==> config.mk <==
export PLATFORM = sky130hd
export DESIGN_NAME = fault_sequencer
export DESIGN_NICKNAME = d
export VERILOG_FILES = /design/src/rtl/fault_seq_pkg.sv /design/src/rtl/fault_timer.sv /design/src/rtl/restart_timer.sv /design/src/rtl/fault_sequencer.sv
export VERILOG_INCLUDE_DIRS = /design/src /design/src/rtl
export SDC_FILE = /design/constraint.sdc
export NUM_CORES = 1
export LEC_CHECK = 0
export BUFFER_PORTS_ARGS = -buffer_cell sky130_fd_sc_hd__buf_2
export CAP_MARGIN = 0
export CORE_MARGIN = 2
export CORE_UTILIZATION = 30
export CTS_CLUSTER_SIZE = 10
export DETAILED_ROUTE_END_ITERATION = 6
export HOLD_SLACK_MARGIN = 0.03
export PLACE_DENSITY = 0.43
export RECOVER_POWER = 25
export SETUP_SLACK_MARGIN = 0.1
export SYNTH_ARGS = -nofsm -noshare
export SYNTH_HDL_FRONTEND = slang
export SYNTH_HIERARCHICAL = 1
export SYNTH_SLANG_ARGS = --single-unit
export TNS_END_PERCENT = 20
==> constraint.sdc <==
create_clock -name i_ref_clk -period 5.09 [get_ports i_ref_clk]
set_clock_uncertainty 0.05 [all_clocks]
set_input_delay 0.2545 -clock i_ref_clk [delete_from_list [all_inputs] [get_ports i_ref_clk]]
set_output_delay 0.2545 -clock i_ref_clk [all_outputs]
set_load 0.02 [all_outputs]
==> src/rtl/fault_seq_consts.svh <==
// Constants for the LED driver fault sequencer.
`ifndef FAULT_SEQ_CONSTS_SVH
`define FAULT_SEQ_CONSTS_SVH
// ==========================================================
// Clock and timing
`define CLK_PERIOD_NS 100
`define MIN_ON_TIME_NS 500
`define MIN_ON_CYCLES ((`MIN_ON_TIME_NS + `CLK_PERIOD_NS - 1) / `CLK_PERIOD_NS)
`define SKIP_PULSES 4'h8
`define SOA_EVENT_LIMIT 2'h2
`define SHORT_RETRY_LIMIT 2'h2
`define RESTART_SHORT_MS 100
`define RESTART_LONG_MS 1000
`define UV_QUAL_MS 500
`define OOV_QUAL_US 500
`define CYCLES_PER_MS (1000000 / `CLK_PERIOD_NS)
`define CYCLES_PER_US (1000 / `CLK_PERIOD_NS)
`define OOV_QUAL_CYCLES (`OOV_QUAL_US * `CYCLES_PER_US)
// ==========================================================
// Thermal fold-back, temperature in whole degrees
`define TEMP_FOLD_C 8'h91
`define TEMP_SHUT_C 8'hA0
`define TEMP_RECOVER_C 8'h55
`define FOLD_STEP_PERMIL 10'h019
`define FULL_SCALE_PERMIL 10'h3E8
`endif

==> src/rtl/fault_seq_pkg.sv <==
// Types shared by the LED driver fault sequencer.
package fault_seq_pkg;
   typedef enum logic [3:0] {
      ST_RUN = 4'b0001,
      ST_SKIP = 4'b0010,
      ST_RESTART = 4'b0100,
      ST_THERMAL = 4'b1000
   } seq_state_e;
   typedef struct packed {
      logic cycle_start;
      logic switch_on;
      logic peak_reached;
      logic in_blank_end;
      logic current_limit;
      logic line_ov_current;
      logic sense_undervolt;
      logic sense_overvolt;
      logic flywheel;
      logic [7:0] temp_c;
   } sense_flags_s;
   typedef struct packed {
      logic gate_enable;
      logic skipping;
      logic restarting;
      logic thermal_shutdown;
      logic [9:0] current_permil;
   } drive_status_s;
endpackage

==> src/rtl/fault_timer.sv <==
// Qualifying timer: pulses once a condition holds for a set number of cycles.
`timescale 1ns/1ps
`default_nettype none
module fault_timer #(
   parameter int unsigned LIMIT = 5000
) (
   input wire logic i_clk,
   input wire logic i_rst_n,
   input wire logic i_cond,
   output logic o_expired
);
   typedef struct packed {
      logic [31:0] cnt;
      logic fired;
   } timer_s;
   timer_s st_r;
   timer_s st_nxt;
   always_comb begin
      st_nxt = st_r;
      st_nxt.fired = 1'b0;
      if (!i_cond) begin
         st_nxt.cnt = 32'h0000_0000; // RQ16
      end else if (st_r.cnt == LIMIT - 1) begin
         st_nxt.cnt = 32'h0000_0000;
         st_nxt.fired = 1'b1;
      end else begin
         st_nxt.cnt = st_r.cnt + 32'h0000_0001;
      end
   end
   always_ff @(posedge i_clk or negedge i_rst_n) begin
      if (!i_rst_n) begin
         st_r <= '0;
      end else begin
         st_r <= st_nxt;
      end
   end
   assign o_expired = st_r.fired;
   a_timer_clear: assert property ( // RQ16
      @(posedge i_clk) disable iff (!i_rst_n)
      !i_cond |=> st_r.cnt == 32'h0000_0000)
      else $error("Timer did not clear when condition dropped.");
endmodule // fault_timer
`default_nettype wire

==> src/rtl/restart_timer.sv <==
// Auto-restart delay counter, loaded with a cycle count, pulses on expiry.
`timescale 1ns/1ps
`default_nettype none
module restart_timer (
   input wire logic i_clk,
   input wire logic i_rst_n,
   input wire logic i_load,
   input wire logic [31:0] i_cycles,
   output logic o_busy,
   output logic o_done
);
   typedef struct packed {
      logic [31:0] cnt;
      logic busy;
      logic done;
   } rt_s;
   rt_s st_r;
   rt_s st_nxt;
   always_comb begin
      st_nxt = st_r;
      st_nxt.done = 1'b0;
      if (i_load) begin
         st_nxt.cnt = i_cycles;
         st_nxt.busy = 1'b1;
      end else if (st_r.busy) begin
         if (st_r.cnt <= 32'h0000_0001) begin
            st_nxt.busy = 1'b0;
            st_nxt.done = 1'b1;
         end else begin
            st_nxt.cnt = st_r.cnt - 32'h0000_0001;
         end
      end
   end
   always_ff @(posedge i_clk or negedge i_rst_n) begin
      if (!i_rst_n) begin
         st_r <= '0;
      end else begin
         st_r <= st_nxt;
      end
   end
   assign o_busy = st_r.busy;
   assign o_done = st_r.done;
endmodule // restart_timer
`default_nettype wire

==> src/rtl/fault_sequencer.sv <==
// Fault-protection sequencer for a single-stage buck LED driver.
// Behaviour
// (RQ1) Peak current reached within minimum on-time or at blanking end flags safe-area event.
// (RQ2) Each safe-area event suppresses eight following switching cycles.
// (RQ3) A safe-area event puts the device into pulse skipping.
// (RQ4) More than two consecutive safe-area events stop switching for 100 ms.
// (RQ5) After two failed 100 ms retries the restart delay becomes 1 s.
// (RQ6) Sense-pin undervolt held 500 ms triggers a 1 s auto-restart.
// (RQ7) Line overvoltage when sense current exceeds 1 mA during on-time.
// (RQ8) Line overvoltage stops switching at once, then auto-restarts.
// (RQ9) Sense above 2.4 V for 500 us in flywheel triggers auto-restart.
// (RQ10) Internal current limit sends the device into auto-restart.
// (RQ11) Fold-back begins above 145 degrees.
// (RQ12) Current target falls 2.5 percent per degree; shutdown at 160 degrees.
// (RQ13) After thermal shutdown resume only at or below 85 degrees.
// (RQ14) Supply-rail reset clears all logic.
// (RQ15) Switch held off during restart delay; clean cycle clears event counters.
// (RQ16) Fault timers restart from zero when their condition drops early.
`timescale 1ns/1ps
`default_nettype none
`include "fault_seq_consts.svh"
module fault_sequencer #(
   parameter int unsigned UV_QUAL_CYCLES = `UV_QUAL_MS * `CYCLES_PER_MS,
   parameter int unsigned RESTART_SHORT_CYCLES =
      `RESTART_SHORT_MS * `CYCLES_PER_MS,
   parameter int unsigned RESTART_LONG_CYCLES =
      `RESTART_LONG_MS * `CYCLES_PER_MS,
   parameter int unsigned OOV_QUAL_CYCLES = `OOV_QUAL_CYCLES
) (
   input wire logic i_ref_clk,
   input wire logic i_reset_n,
   input wire fault_seq_pkg::sense_flags_s i_flags,
   output var fault_seq_pkg::drive_status_s o_status
);
   // ==========================================================
   // Reset release
   // Releasing through two flops keeps the supply-rail reset from
   // ending on an edge that half the state sees and half does not.
   logic [1:0] rst_sync_r;
   logic rst_n;
   always_ff @(posedge i_ref_clk or negedge i_reset_n) begin
      if (!i_reset_n) begin
         rst_sync_r <= 2'b00; // RQ14
      end else begin
         rst_sync_r <= {rst_sync_r[0], 1'b1};
      end
   end
   assign rst_n = rst_sync_r[1];

   // ==========================================================
   // Fault qualification timers
   // A flag that drops for one cycle starts its timer over, so a
   // chattering comparator can never add up to a fault.
   logic uv_fire;
   logic oov_fire;
   fault_timer #(.LIMIT(UV_QUAL_CYCLES)) u_uv_timer (
      .i_clk(i_ref_clk),
      .i_rst_n(rst_n),
      .i_cond(i_flags.sense_undervolt), // RQ6
      .o_expired(uv_fire)
   );
   fault_timer #(.LIMIT(OOV_QUAL_CYCLES)) u_oov_timer (
      .i_clk(i_ref_clk),
      .i_rst_n(rst_n),
      .i_cond(i_flags.sense_overvolt && i_flags.flywheel), // RQ9
      .o_expired(oov_fire)
   );

   // ==========================================================
   // Sequencer state
   typedef struct packed {
      fault_seq_pkg::seq_state_e state;
      logic [3:0] on_cnt;
      logic [3:0] skip_cnt;
      logic [1:0] soa_cnt;
      logic [1:0] retry_cnt;
      logic soa_restart;
      logic restart_load;
      logic [31:0] restart_cycles;
      logic pending_after;
      fault_seq_pkg::drive_status_s status;
   } seq_s;
   seq_s st_r;
   seq_s st_nxt;
   logic rt_busy;
   logic rt_done;
   // The delay counter is loaded one cycle after entry; the extra cycle
   // only lengthens the off time, which errs on the safe side.
   restart_timer u_restart (
      .i_clk(i_ref_clk),
      .i_rst_n(rst_n),
      .i_load(st_r.restart_load),
      .i_cycles(st_r.restart_cycles),
      .o_busy(rt_busy),
      .o_done(rt_done)
   );

   // Fold-back trims the current target only; switching stays on until
   // the shutdown point is reached.
   function automatic logic [9:0] fold_target(input logic [7:0] t);
      logic [7:0] over;
      logic [9:0] drop;
      over = t - `TEMP_FOLD_C;
      drop = 10'(over) * `FOLD_STEP_PERMIL; // RQ12
      if (t <= `TEMP_FOLD_C) begin
         return `FULL_SCALE_PERMIL;
      end
      return `FULL_SCALE_PERMIL - drop;
   endfunction

   logic soa_event;
   logic hard_fault;
   logic over_temp;
   always_comb begin
      soa_event = i_flags.switch_on && i_flags.peak_reached &&
         (st_r.on_cnt < 4'(`MIN_ON_CYCLES) || i_flags.in_blank_end); // RQ1
      hard_fault = (i_flags.switch_on && i_flags.line_ov_current) // RQ7
         || i_flags.current_limit // RQ10
         || oov_fire // RQ9
         || uv_fire; // RQ6
      over_temp = i_flags.temp_c >= `TEMP_SHUT_C;
   end

   // Faults are only acted on in RUN, over-temperature in SKIP as well: while skipping or restarting the
   // gate is already off, so a second fault has nothing to stop.
   always_comb begin
      st_nxt = st_r;
      st_nxt.restart_load = 1'b0;
      if (i_flags.switch_on && st_r.on_cnt != 4'hF) begin
         st_nxt.on_cnt = st_r.on_cnt + 4'h1;
      end else if (!i_flags.switch_on) begin
         st_nxt.on_cnt = 4'h0;
      end
      unique case (st_r.state)
         fault_seq_pkg::ST_RUN: begin
            if (over_temp) begin
               st_nxt.state = fault_seq_pkg::ST_THERMAL; // RQ12
            end else if (hard_fault) begin
               st_nxt.state = fault_seq_pkg::ST_RESTART; // RQ8
               st_nxt.restart_load = 1'b1;
               st_nxt.restart_cycles = uv_fire ?
                  RESTART_LONG_CYCLES : RESTART_SHORT_CYCLES;
               st_nxt.soa_restart = 1'b0;
            end else if (soa_event) begin
               if (st_r.soa_cnt == `SOA_EVENT_LIMIT) begin
                  st_nxt.state = fault_seq_pkg::ST_RESTART; // RQ4
                  st_nxt.restart_load = 1'b1;
                  st_nxt.soa_restart = 1'b1;
                  st_nxt.soa_cnt = 2'h0;
                  if (st_r.retry_cnt == `SHORT_RETRY_LIMIT) begin
                     st_nxt.restart_cycles = RESTART_LONG_CYCLES; // RQ5
                  end else begin
                     st_nxt.restart_cycles = RESTART_SHORT_CYCLES;
                     st_nxt.retry_cnt = st_r.retry_cnt + 2'h1;
                  end
               end else begin
                  st_nxt.soa_cnt = st_r.soa_cnt + 2'h1;
                  st_nxt.state = fault_seq_pkg::ST_SKIP; // RQ3
                  st_nxt.skip_cnt = `SKIP_PULSES;
               end
            end else if (i_flags.cycle_start && st_r.pending_after) begin
               st_nxt.soa_cnt = 2'h0; // RQ15
               st_nxt.retry_cnt = 2'h0;
               st_nxt.pending_after = 1'b0;
            end else if (i_flags.cycle_start) begin
               st_nxt.pending_after = 1'b1;
            end
         end
         fault_seq_pkg::ST_SKIP: begin
            st_nxt.pending_after = 1'b0;
            if (over_temp) begin
               st_nxt.state = fault_seq_pkg::ST_THERMAL;
            end else if (i_flags.cycle_start) begin
               if (st_r.skip_cnt == 4'h1) begin
                  st_nxt.state = fault_seq_pkg::ST_RUN; // RQ2
               end
               st_nxt.skip_cnt = st_r.skip_cnt - 4'h1;
            end
         end
         fault_seq_pkg::ST_RESTART: begin
            st_nxt.pending_after = 1'b0;
            if (rt_done) begin
               st_nxt.state = fault_seq_pkg::ST_RUN; // RQ15
            end
         end
         fault_seq_pkg::ST_THERMAL: begin
            if (i_flags.temp_c <= `TEMP_RECOVER_C) begin
               st_nxt.state = fault_seq_pkg::ST_RUN; // RQ13
            end
         end
         default: begin
            st_nxt.state = fault_seq_pkg::ST_RUN;
         end
      endcase
      st_nxt.status.gate_enable = (st_nxt.state == fault_seq_pkg::ST_RUN);
      st_nxt.status.skipping = (st_nxt.state == fault_seq_pkg::ST_SKIP);
      st_nxt.status.restarting = (st_nxt.state == fault_seq_pkg::ST_RESTART);
      st_nxt.status.thermal_shutdown =
         (st_nxt.state == fault_seq_pkg::ST_THERMAL);
      st_nxt.status.current_permil = fold_target(i_flags.temp_c); // RQ11
   end

   always_ff @(posedge i_ref_clk or negedge rst_n) begin
      if (!rst_n) begin
         st_r <= '{state: fault_seq_pkg::ST_RUN,
                   status: '{gate_enable: 1'b1,
                             current_permil: `FULL_SCALE_PERMIL,
                             default: '0},
                   default: '0};
      end else begin
         st_r <= st_nxt;
      end
   end
   assign o_status = st_r.status;

   // ==========================================================
   // Checks
   // The checks look at the registered status, as the gate driver sees it.
   a_blank_soa: assert property ( // RQ1
      @(posedge i_ref_clk) disable iff (!rst_n)
      st_r.state == fault_seq_pkg::ST_RUN && i_flags.switch_on &&
      i_flags.peak_reached && i_flags.in_blank_end && !hard_fault &&
      !over_temp |=> !o_status.gate_enable)
      else $error("Peak at blanking end did not flag a safe-area event.");
   a_soa_skip: assert property ( // RQ2
      @(posedge i_ref_clk) disable iff (!rst_n)
      st_r.state == fault_seq_pkg::ST_RUN && soa_event && !hard_fault &&
      !over_temp && st_r.soa_cnt != `SOA_EVENT_LIMIT
      |=> st_r.skip_cnt == `SKIP_PULSES && o_status.skipping)
      else $error("Safe-area event did not start eight-cycle skip.");
   a_skip_gate_off: assert property ( // RQ3
      @(posedge i_ref_clk) disable iff (!rst_n)
      o_status.skipping |-> !o_status.gate_enable)
      else $error("Gate enabled while skipping.");
   a_soa_restart: assert property ( // RQ4
      @(posedge i_ref_clk) disable iff (!rst_n)
      st_r.state == fault_seq_pkg::ST_RUN && soa_event && !hard_fault &&
      !over_temp && st_r.soa_cnt == `SOA_EVENT_LIMIT
      |=> o_status.restarting ##1 rt_busy)
      else $error("Third safe-area event did not start restart.");
   a_long_delay: assert property ( // RQ5
      @(posedge i_ref_clk) disable iff (!rst_n)
      st_r.restart_load && st_r.soa_restart &&
      $past(st_r.retry_cnt) == `SHORT_RETRY_LIMIT
      |-> st_r.restart_cycles == RESTART_LONG_CYCLES)
      else $error("Restart delay not lengthened after two retries.");
   a_uv_long: assert property ( // RQ6
      @(posedge i_ref_clk) disable iff (!rst_n)
      uv_fire && st_r.state == fault_seq_pkg::ST_RUN && !over_temp
      |=> st_r.restart_cycles == RESTART_LONG_CYCLES)
      else $error("Undervoltage did not select long restart.");
   a_line_ov_stop: assert property ( // RQ8
      @(posedge i_ref_clk) disable iff (!rst_n)
      i_flags.switch_on && i_flags.line_ov_current &&
      st_r.state == fault_seq_pkg::ST_RUN && !over_temp
      |=> !o_status.gate_enable && o_status.restarting)
      else $error("Line overvoltage did not stop switching.");
   a_oov_restart: assert property ( // RQ9
      @(posedge i_ref_clk) disable iff (!rst_n)
      oov_fire && !uv_fire && st_r.state == fault_seq_pkg::ST_RUN &&
      !over_temp |=> o_status.restarting &&
      st_r.restart_cycles == RESTART_SHORT_CYCLES)
      else $error("Output overvoltage did not start a short restart.");
   a_ilim_restart: assert property ( // RQ10
      @(posedge i_ref_clk) disable iff (!rst_n)
      i_flags.current_limit && st_r.state == fault_seq_pkg::ST_RUN &&
      !over_temp |=> o_status.restarting)
      else $error("Current limit did not trigger restart.");
   a_fold_full: assert property ( // RQ11
      @(posedge i_ref_clk) disable iff (!rst_n)
      i_flags.temp_c <= `TEMP_FOLD_C
      |=> o_status.current_permil == `FULL_SCALE_PERMIL)
      else $error("Fold-back active at or below threshold.");
   a_fold_step: assert property ( // RQ12
      @(posedge i_ref_clk) disable iff (!rst_n)
      i_flags.temp_c > `TEMP_FOLD_C && i_flags.temp_c < `TEMP_SHUT_C
      |=> 16'(o_status.current_permil) +
         16'($past(i_flags.temp_c) - `TEMP_FOLD_C) * 16'h0019 == 16'h03E8)
      else $error("Fold-back current not 2.5 percent per degree.");
   a_otp_hold: assert property ( // RQ13
      @(posedge i_ref_clk) disable iff (!rst_n)
      o_status.thermal_shutdown && i_flags.temp_c > `TEMP_RECOVER_C
      |=> o_status.thermal_shutdown)
      else $error("Left thermal shutdown above recovery point.");
   a_restart_off: assert property ( // RQ15
      @(posedge i_ref_clk) disable iff (!rst_n)
      rt_busy |-> !o_status.gate_enable)
      else $error("Gate enabled during restart delay.");
   a_retry_after: assert property ( // RQ15
      @(posedge i_ref_clk) disable iff (!rst_n)
      rt_done && st_r.state == fault_seq_pkg::ST_RESTART
      |=> o_status.gate_enable)
      else $error("Switching did not resume after restart delay.");
   c_skip: cover property (@(posedge i_ref_clk) disable iff (!rst_n)
      o_status.skipping ##1 o_status.gate_enable);
   c_restart: cover property (@(posedge i_ref_clk) disable iff (!rst_n)
      rt_done);
   c_thermal: cover property (@(posedge i_ref_clk) disable iff (!rst_n)
      o_status.thermal_shutdown ##1 o_status.gate_enable);
   c_oov: cover property (@(posedge i_ref_clk) disable iff (!rst_n)
      oov_fire);
   c_blank_soa: cover property (@(posedge i_ref_clk) disable iff (!rst_n)
      i_flags.in_blank_end && soa_event);
endmodule // fault_sequencer
`default_nettype wire

# ---- Word level (Yosys, flattened, before mapping)
# Index checks and enable logic that the tools add are counted.
dict set report classes {
  n_bitwise 2
  div_mod_pow 0
  addsub 9
  muxes 50
  n_mul 1
  reduce_logical 23
  order_cmp 5
  n_eq_ne 26
  n_shift 0
}
# cell n
set ops {}
lappend ops {{$mux W32} 5}
lappend ops {{$mux W34} 3}
lappend ops {{$mux W33} 2}
lappend ops {{$add A32 B1 Y32 const B} 2}
lappend ops {{$mux W4} 16}
lappend ops {{$mux W24} 2}
lappend ops {{$mux W43} 1}
lappend ops {{$mux W36} 1}
lappend ops {{$eq A32 B13 Y1 const B} 1}
lappend ops {{$eq A32 B23 Y1 const B} 1}
lappend ops {{$le A32 B1 Y1 const B} 1}
lappend ops {{$sub A32 B1 Y32 const B} 1}
lappend ops {{$mux W10} 2}
lappend ops {{$ne A2 B2 Y1 const B} 9}
lappend ops {{$pmux W4 S4} 1}
lappend ops {{$eq A4 B1 Y1 const B} 3}
lappend ops {{$reduce_bool A2 Y1} 6}
lappend ops {{$mul A8 B5 Y10 const B} 1}
lappend ops {{$mux W1} 10}
lappend ops {{$sub A10 B10 Y10 const A} 1}
lappend ops {{$eq A4 B2 Y1 const B} 2}
lappend ops {{$eq A4 B3 Y1 const B} 2}
lappend ops {{$eq A4 B4 Y1 const B} 2}
lappend ops {{$ge A8 B8 Y1 const B} 1}
lappend ops {{25 further kinds} 40}
dict set report totals {
  out_inout_bits 14
  elab_cells 138
  reg_bits 167
  n_memories 0
  rom_bits 0
  ramBits 0
  latchBits 0
}

# ---- Depth between registers and ports, before layout
dict set report logic_depth {
  word_depth 8
  depth_mapped 16
}

# ---- Cells and area by module
# The synthesis kept the hierarchy.
# module instances cells_per_inst seq_area_each_um2 area_per_inst_um2
set by_module_without_submodules {}
lappend by_module_without_submodules {fault_sequencer 1 273 935.9 2576.2}
lappend by_module_without_submodules {restart_timer 1 249 850.8 2150.8}
lappend by_module_without_submodules {{fault_timer (u_uv_timer)} 1 188 825.8 1818.0}
lappend by_module_without_submodules {{fault_timer (u_oov_timer)} 1 175 825.8 1711.6}

# ---- Least setup slack after synthesis
# No wires, ideal clock.
dict set report synth_path {
  path_kind {in2reg}
  startpoint {input i_flags[0] (netlist bit)}
  endpoint {register st_r (netlist bit o_status[9])}
  cell_stages 15
  path_buffers 0
  slack_ps 2052
  required_time_ps 4943
  arrival_ps 2891
  cell_sequence {inv_1 > ha_1 > xor2_1 > ha_1 > inv_1 > ha_1 > xnor2_1 > ha_1 > a21o_1 > ha_1 > a21o_1 > a31oi_1 > o21ai_0 > xnor2_1 > nand2_1}
}
# element line
set synth_rtl {}
lappend synth_rtl {{start, declared} fault_sequencer.sv:32} ;# input wire fault_seq_pkg::sense_flags_s i_flags,
lappend synth_rtl {{end signal, assigned} fault_sequencer.sv:205} ;# st_r <= '{state: fault_seq_pkg::ST_RUN,
lappend synth_rtl {{end signal, assigned} fault_sequencer.sv:211} ;# st_r <= st_nxt;
lappend synth_rtl {{end, declared} fault_sequencer.sv:83} ;# seq_s st_r;

==> flow_metrics.tcl <==
set metrics [dict create \
    worst_pin_slew_ps 1690 \
    required_ps 5370 \
    yosys.cell_count.top_type "dfrtp_1" \
    first_pass_iters 6 \
    area_delta_synth_final_pct 12.5 \
    netlist_top_cells_count "dfrtp_1, nor2_1, nand2_1, o21ai_0" \
    routabilityCongestion 0.743 \
    nets 967 \
    powerDensity_mw_per_mm2 418 \
    synth_area_leader_cell "dfrtp_1" \
    pwr-share-seq_pct 39.8 \
    diodes 0 \
    post-cts-setup-buffer-count 0 \
    peakVddDrop_mv 0.200 \
    hold_path.class "input pin to flip-flop" \
    synth_ff_type "dfrtp_1" \
    rsz0062_at_grt "false" \
    fmax_mhz 330 \
    row_count 60 \
    intPower_w 0.00256 \
    synthAdderAreaFrac_pct 5.12 \
    synth_enable_flop_cells 0 \
    fin_crit_sh_pct 59.5 \
    grt_max_degree 52 \
    fin_tns_setup_ps 0 \
    yosysTopAreaCellShare_pct 39.1 \
    ys_types 87 \
    clockBufferDepth 2 \
    switching_share_pct 34.0 \
    violations "capacitance limit, slew limit" \
    combPwrFrac_pct 27.5 \
    num_vias 6548 \
    synth_compound_area_share_pct 15.7 \
    antenna_found_initial 0 \
    dp_hpwl_um 13600 \
    dpl.cell_count 1237 \
    ys_async_sr_fraction_pct 100 \
    wl_per_cell_um 15.6 \
    ctsResizeCount 0 \
    synth_seq_area_share_pct 41.6 \
    wl_um 19800 \
    die_width_um 170 \
    drv_cap 1 \
    cts_buffers 17 \
    grt.overflow.total 0 \
    critPathKind "input pin to flip-flop" \
    cts_tree "yes" \
    yosys-top-cells-area "dfrtp_1, ha_1, nor2_1" \
    grt_pass1_wl_um 34000 \
    maxSlewHeadroom_pct -13.0 \
    drtIter0Drc 339 \
    worstSkewPairLatency_ps 420 \
    fp.dieH_um 170 \
    die-area_mm2 0.0289 \
    gr-usage-all-layers_pct 14.6 \
    ant_nets 0 \
    arrival_ps 3300 \
    cts.htree.levels 4 \
    cp-end-kind "flip-flop" \
    power.share.clock_pct 32.7 \
    ios 33 \
    netSwitchingPower_w 0.00132 \
    ys_warn_count 6 \
    clk_pin_slew_worst_paths_ps 70 \
    final_cells 1268 \
    synth_cells 885 \
    drive_gt1_share_pct 10.2 \
    synthSimpleGateAreaFrac_pct 24.9 \
    p_leak_nw 3.84 \
    crit_fanout 5 \
    syn_area_per_cell_um2 9.33 \
    start_kind "input pin" \
    core_mm2 0.0270 \
    synth_top_family_by_area "simple AND/OR/NAND/NOR gates" \
    mappedNetlistArea_mm2 0.00826 \
    status "finished, violations left" \
    clkSinkCount 137 \
    portBuffers 32 \
    fin_crit_ps 3030 \
    drt-vias-per-instance 5.16 \
    drv_slew 42 \
    finalSetupViolCount 0 \
    start_util_pct 30.6 \
    drc 0 \
    hold_viol_final 0 \
    ys_ff_latch 137 \
    synth-xor-area-share_pct 6.50 \
    grt_pass1_vias 6442 \
    muxShareOfSynthArea_pct 0.636 \
    cts_root_buffer "clkbuf_16" \
]
-- state kept, by name (all words and copies together) (netlist names) --
register,flops
u_restart/st_r,32
st_r,21
u_uv_timer/st_r,32
u_oov_timer/o_expired,1
u_uv_timer/o_expired,1
u_oov_timer/st_r,32
u_restart/o_done,1
o_status,14
u_restart/o_busy,1
rst_sync_r,2
-- path summary, 6_finish.rpt --
path / start / endpoint / slack, ps / depth (start not counted)
max: i_flags[0] / o_status[9] / 2060 / 16
min: i_flags[15] / st_r[59] / 70 / 3
max reg2reg: u_restart/st_r[18] / u_restart/st_r[22] / 2140 / 7
min reg2reg: rst_sync_r[0] / rst_sync_r[1] / 300 / 0
max in group asynchronous: rst_sync_r[1] / u_restart/st_r[17] / 2870 / 1
min in group asynchronous: i_reset_n / rst_sync_r[0] / 100 / 2
-- final cells by class --
class,instances,area (um^2)
Sequential cell,137,3440
Inverter,46,173
Clock buffer,23,468
Timing Repair Buffer,40,204
Fill cell,2804,17700
Clock inverter,7,120
Multi-Input combinational cell,674,4460
Tap cell,341,427
-- cells in the final DEF, fill, tap and decap left out, drive strengths merged, types with 4 or more instances in the layout --
master,instances
a21oi,47
a22oi,4
a31oi,12
a32oi,4
and2,11
and3,8
and4,10
buf,24
clkbuf,38
conb,20
dfrtp,129
dfstp,8
ha,29
inv,46
nand2,60
nand2b,10
nand3,37
nand4,34
nor2,94
nor2b,5
nor3,28
nor4,22
nor4b,5
o21a,6
o21ai,53
o21bai,5
o221a,5
o31ai,18
or3,8
or4,18
xnor2,21
xor2,36
-- power groups by stage --
stage                     logic, W  clock network, W  registers (W)
after detailed placement   0.00109                 0        0.00156
final                      0.00107           0.00127        0.00154
after CTS                  0.00109           0.00131        0.00155
after global placement     0.00109                 0        0.00156
after global routing       0.00124           0.00136        0.00158
after floorplan           0.000911                 0        0.00150
-- kinds of logic after synthesis --
kind of cell | count (synthesis)
flops | 137
buf+inv | 92
simple gates | 363
compound gates | 196
mux | 5
fa+ha+maj | 32
other cells | 2
xor+xnor | 58
-- stage by stage --
stage	total power, W	utilization [%]	hold WS [ps]	instance area (um^2)	setup WS [ps]
finish	0.00388	34.4	65.6	9290	2060
global route	0.00418	34.4	67.6	9290	1780
CTS	0.00394	34.4	47.2	9310	2080
detailed placement	0.00265	32.2	-6.83	8710	1640
global placement	0.00265	32.2	-9.96	8710	1650
floorplan	0.00241	-	-91.1	8320	954
-- per-layer routing --
layer  share of wire, %  global-route usage [%]  wire length [um]  up-vias
li1                   -                       -                 -     3267
met1                 51                    20.5             10000     3192
met2                 46                    23.1              9070       84
met3                3.1                    2.98               605        5
met4               0.59                    3.42               116        0
met5                  0                       0                 0        -
-- worst max-delay path, stage by stage --
cell and delay (ps):
buf_2 150, inv_1 100, ha_1 270, xor2_1 200, ha_1 290, inv_1 50
ha_1 300, xnor2_1 140, ha_1 330, a21o_1 170, ha_1 300, a21o_1 160
a31oi_1 220, o21ai_0 160, xnor2_1 150, nand2_1 60
-- timing repair --
| action | in CTS | in global routing |
|---|---|---|
| setup endpoints to repair | 0 | 0 |
| hold buffers | 1 | 0 |
| endpoints found under the hold margin | 2 | 0 |
Power figures use the tool's default switching activity.
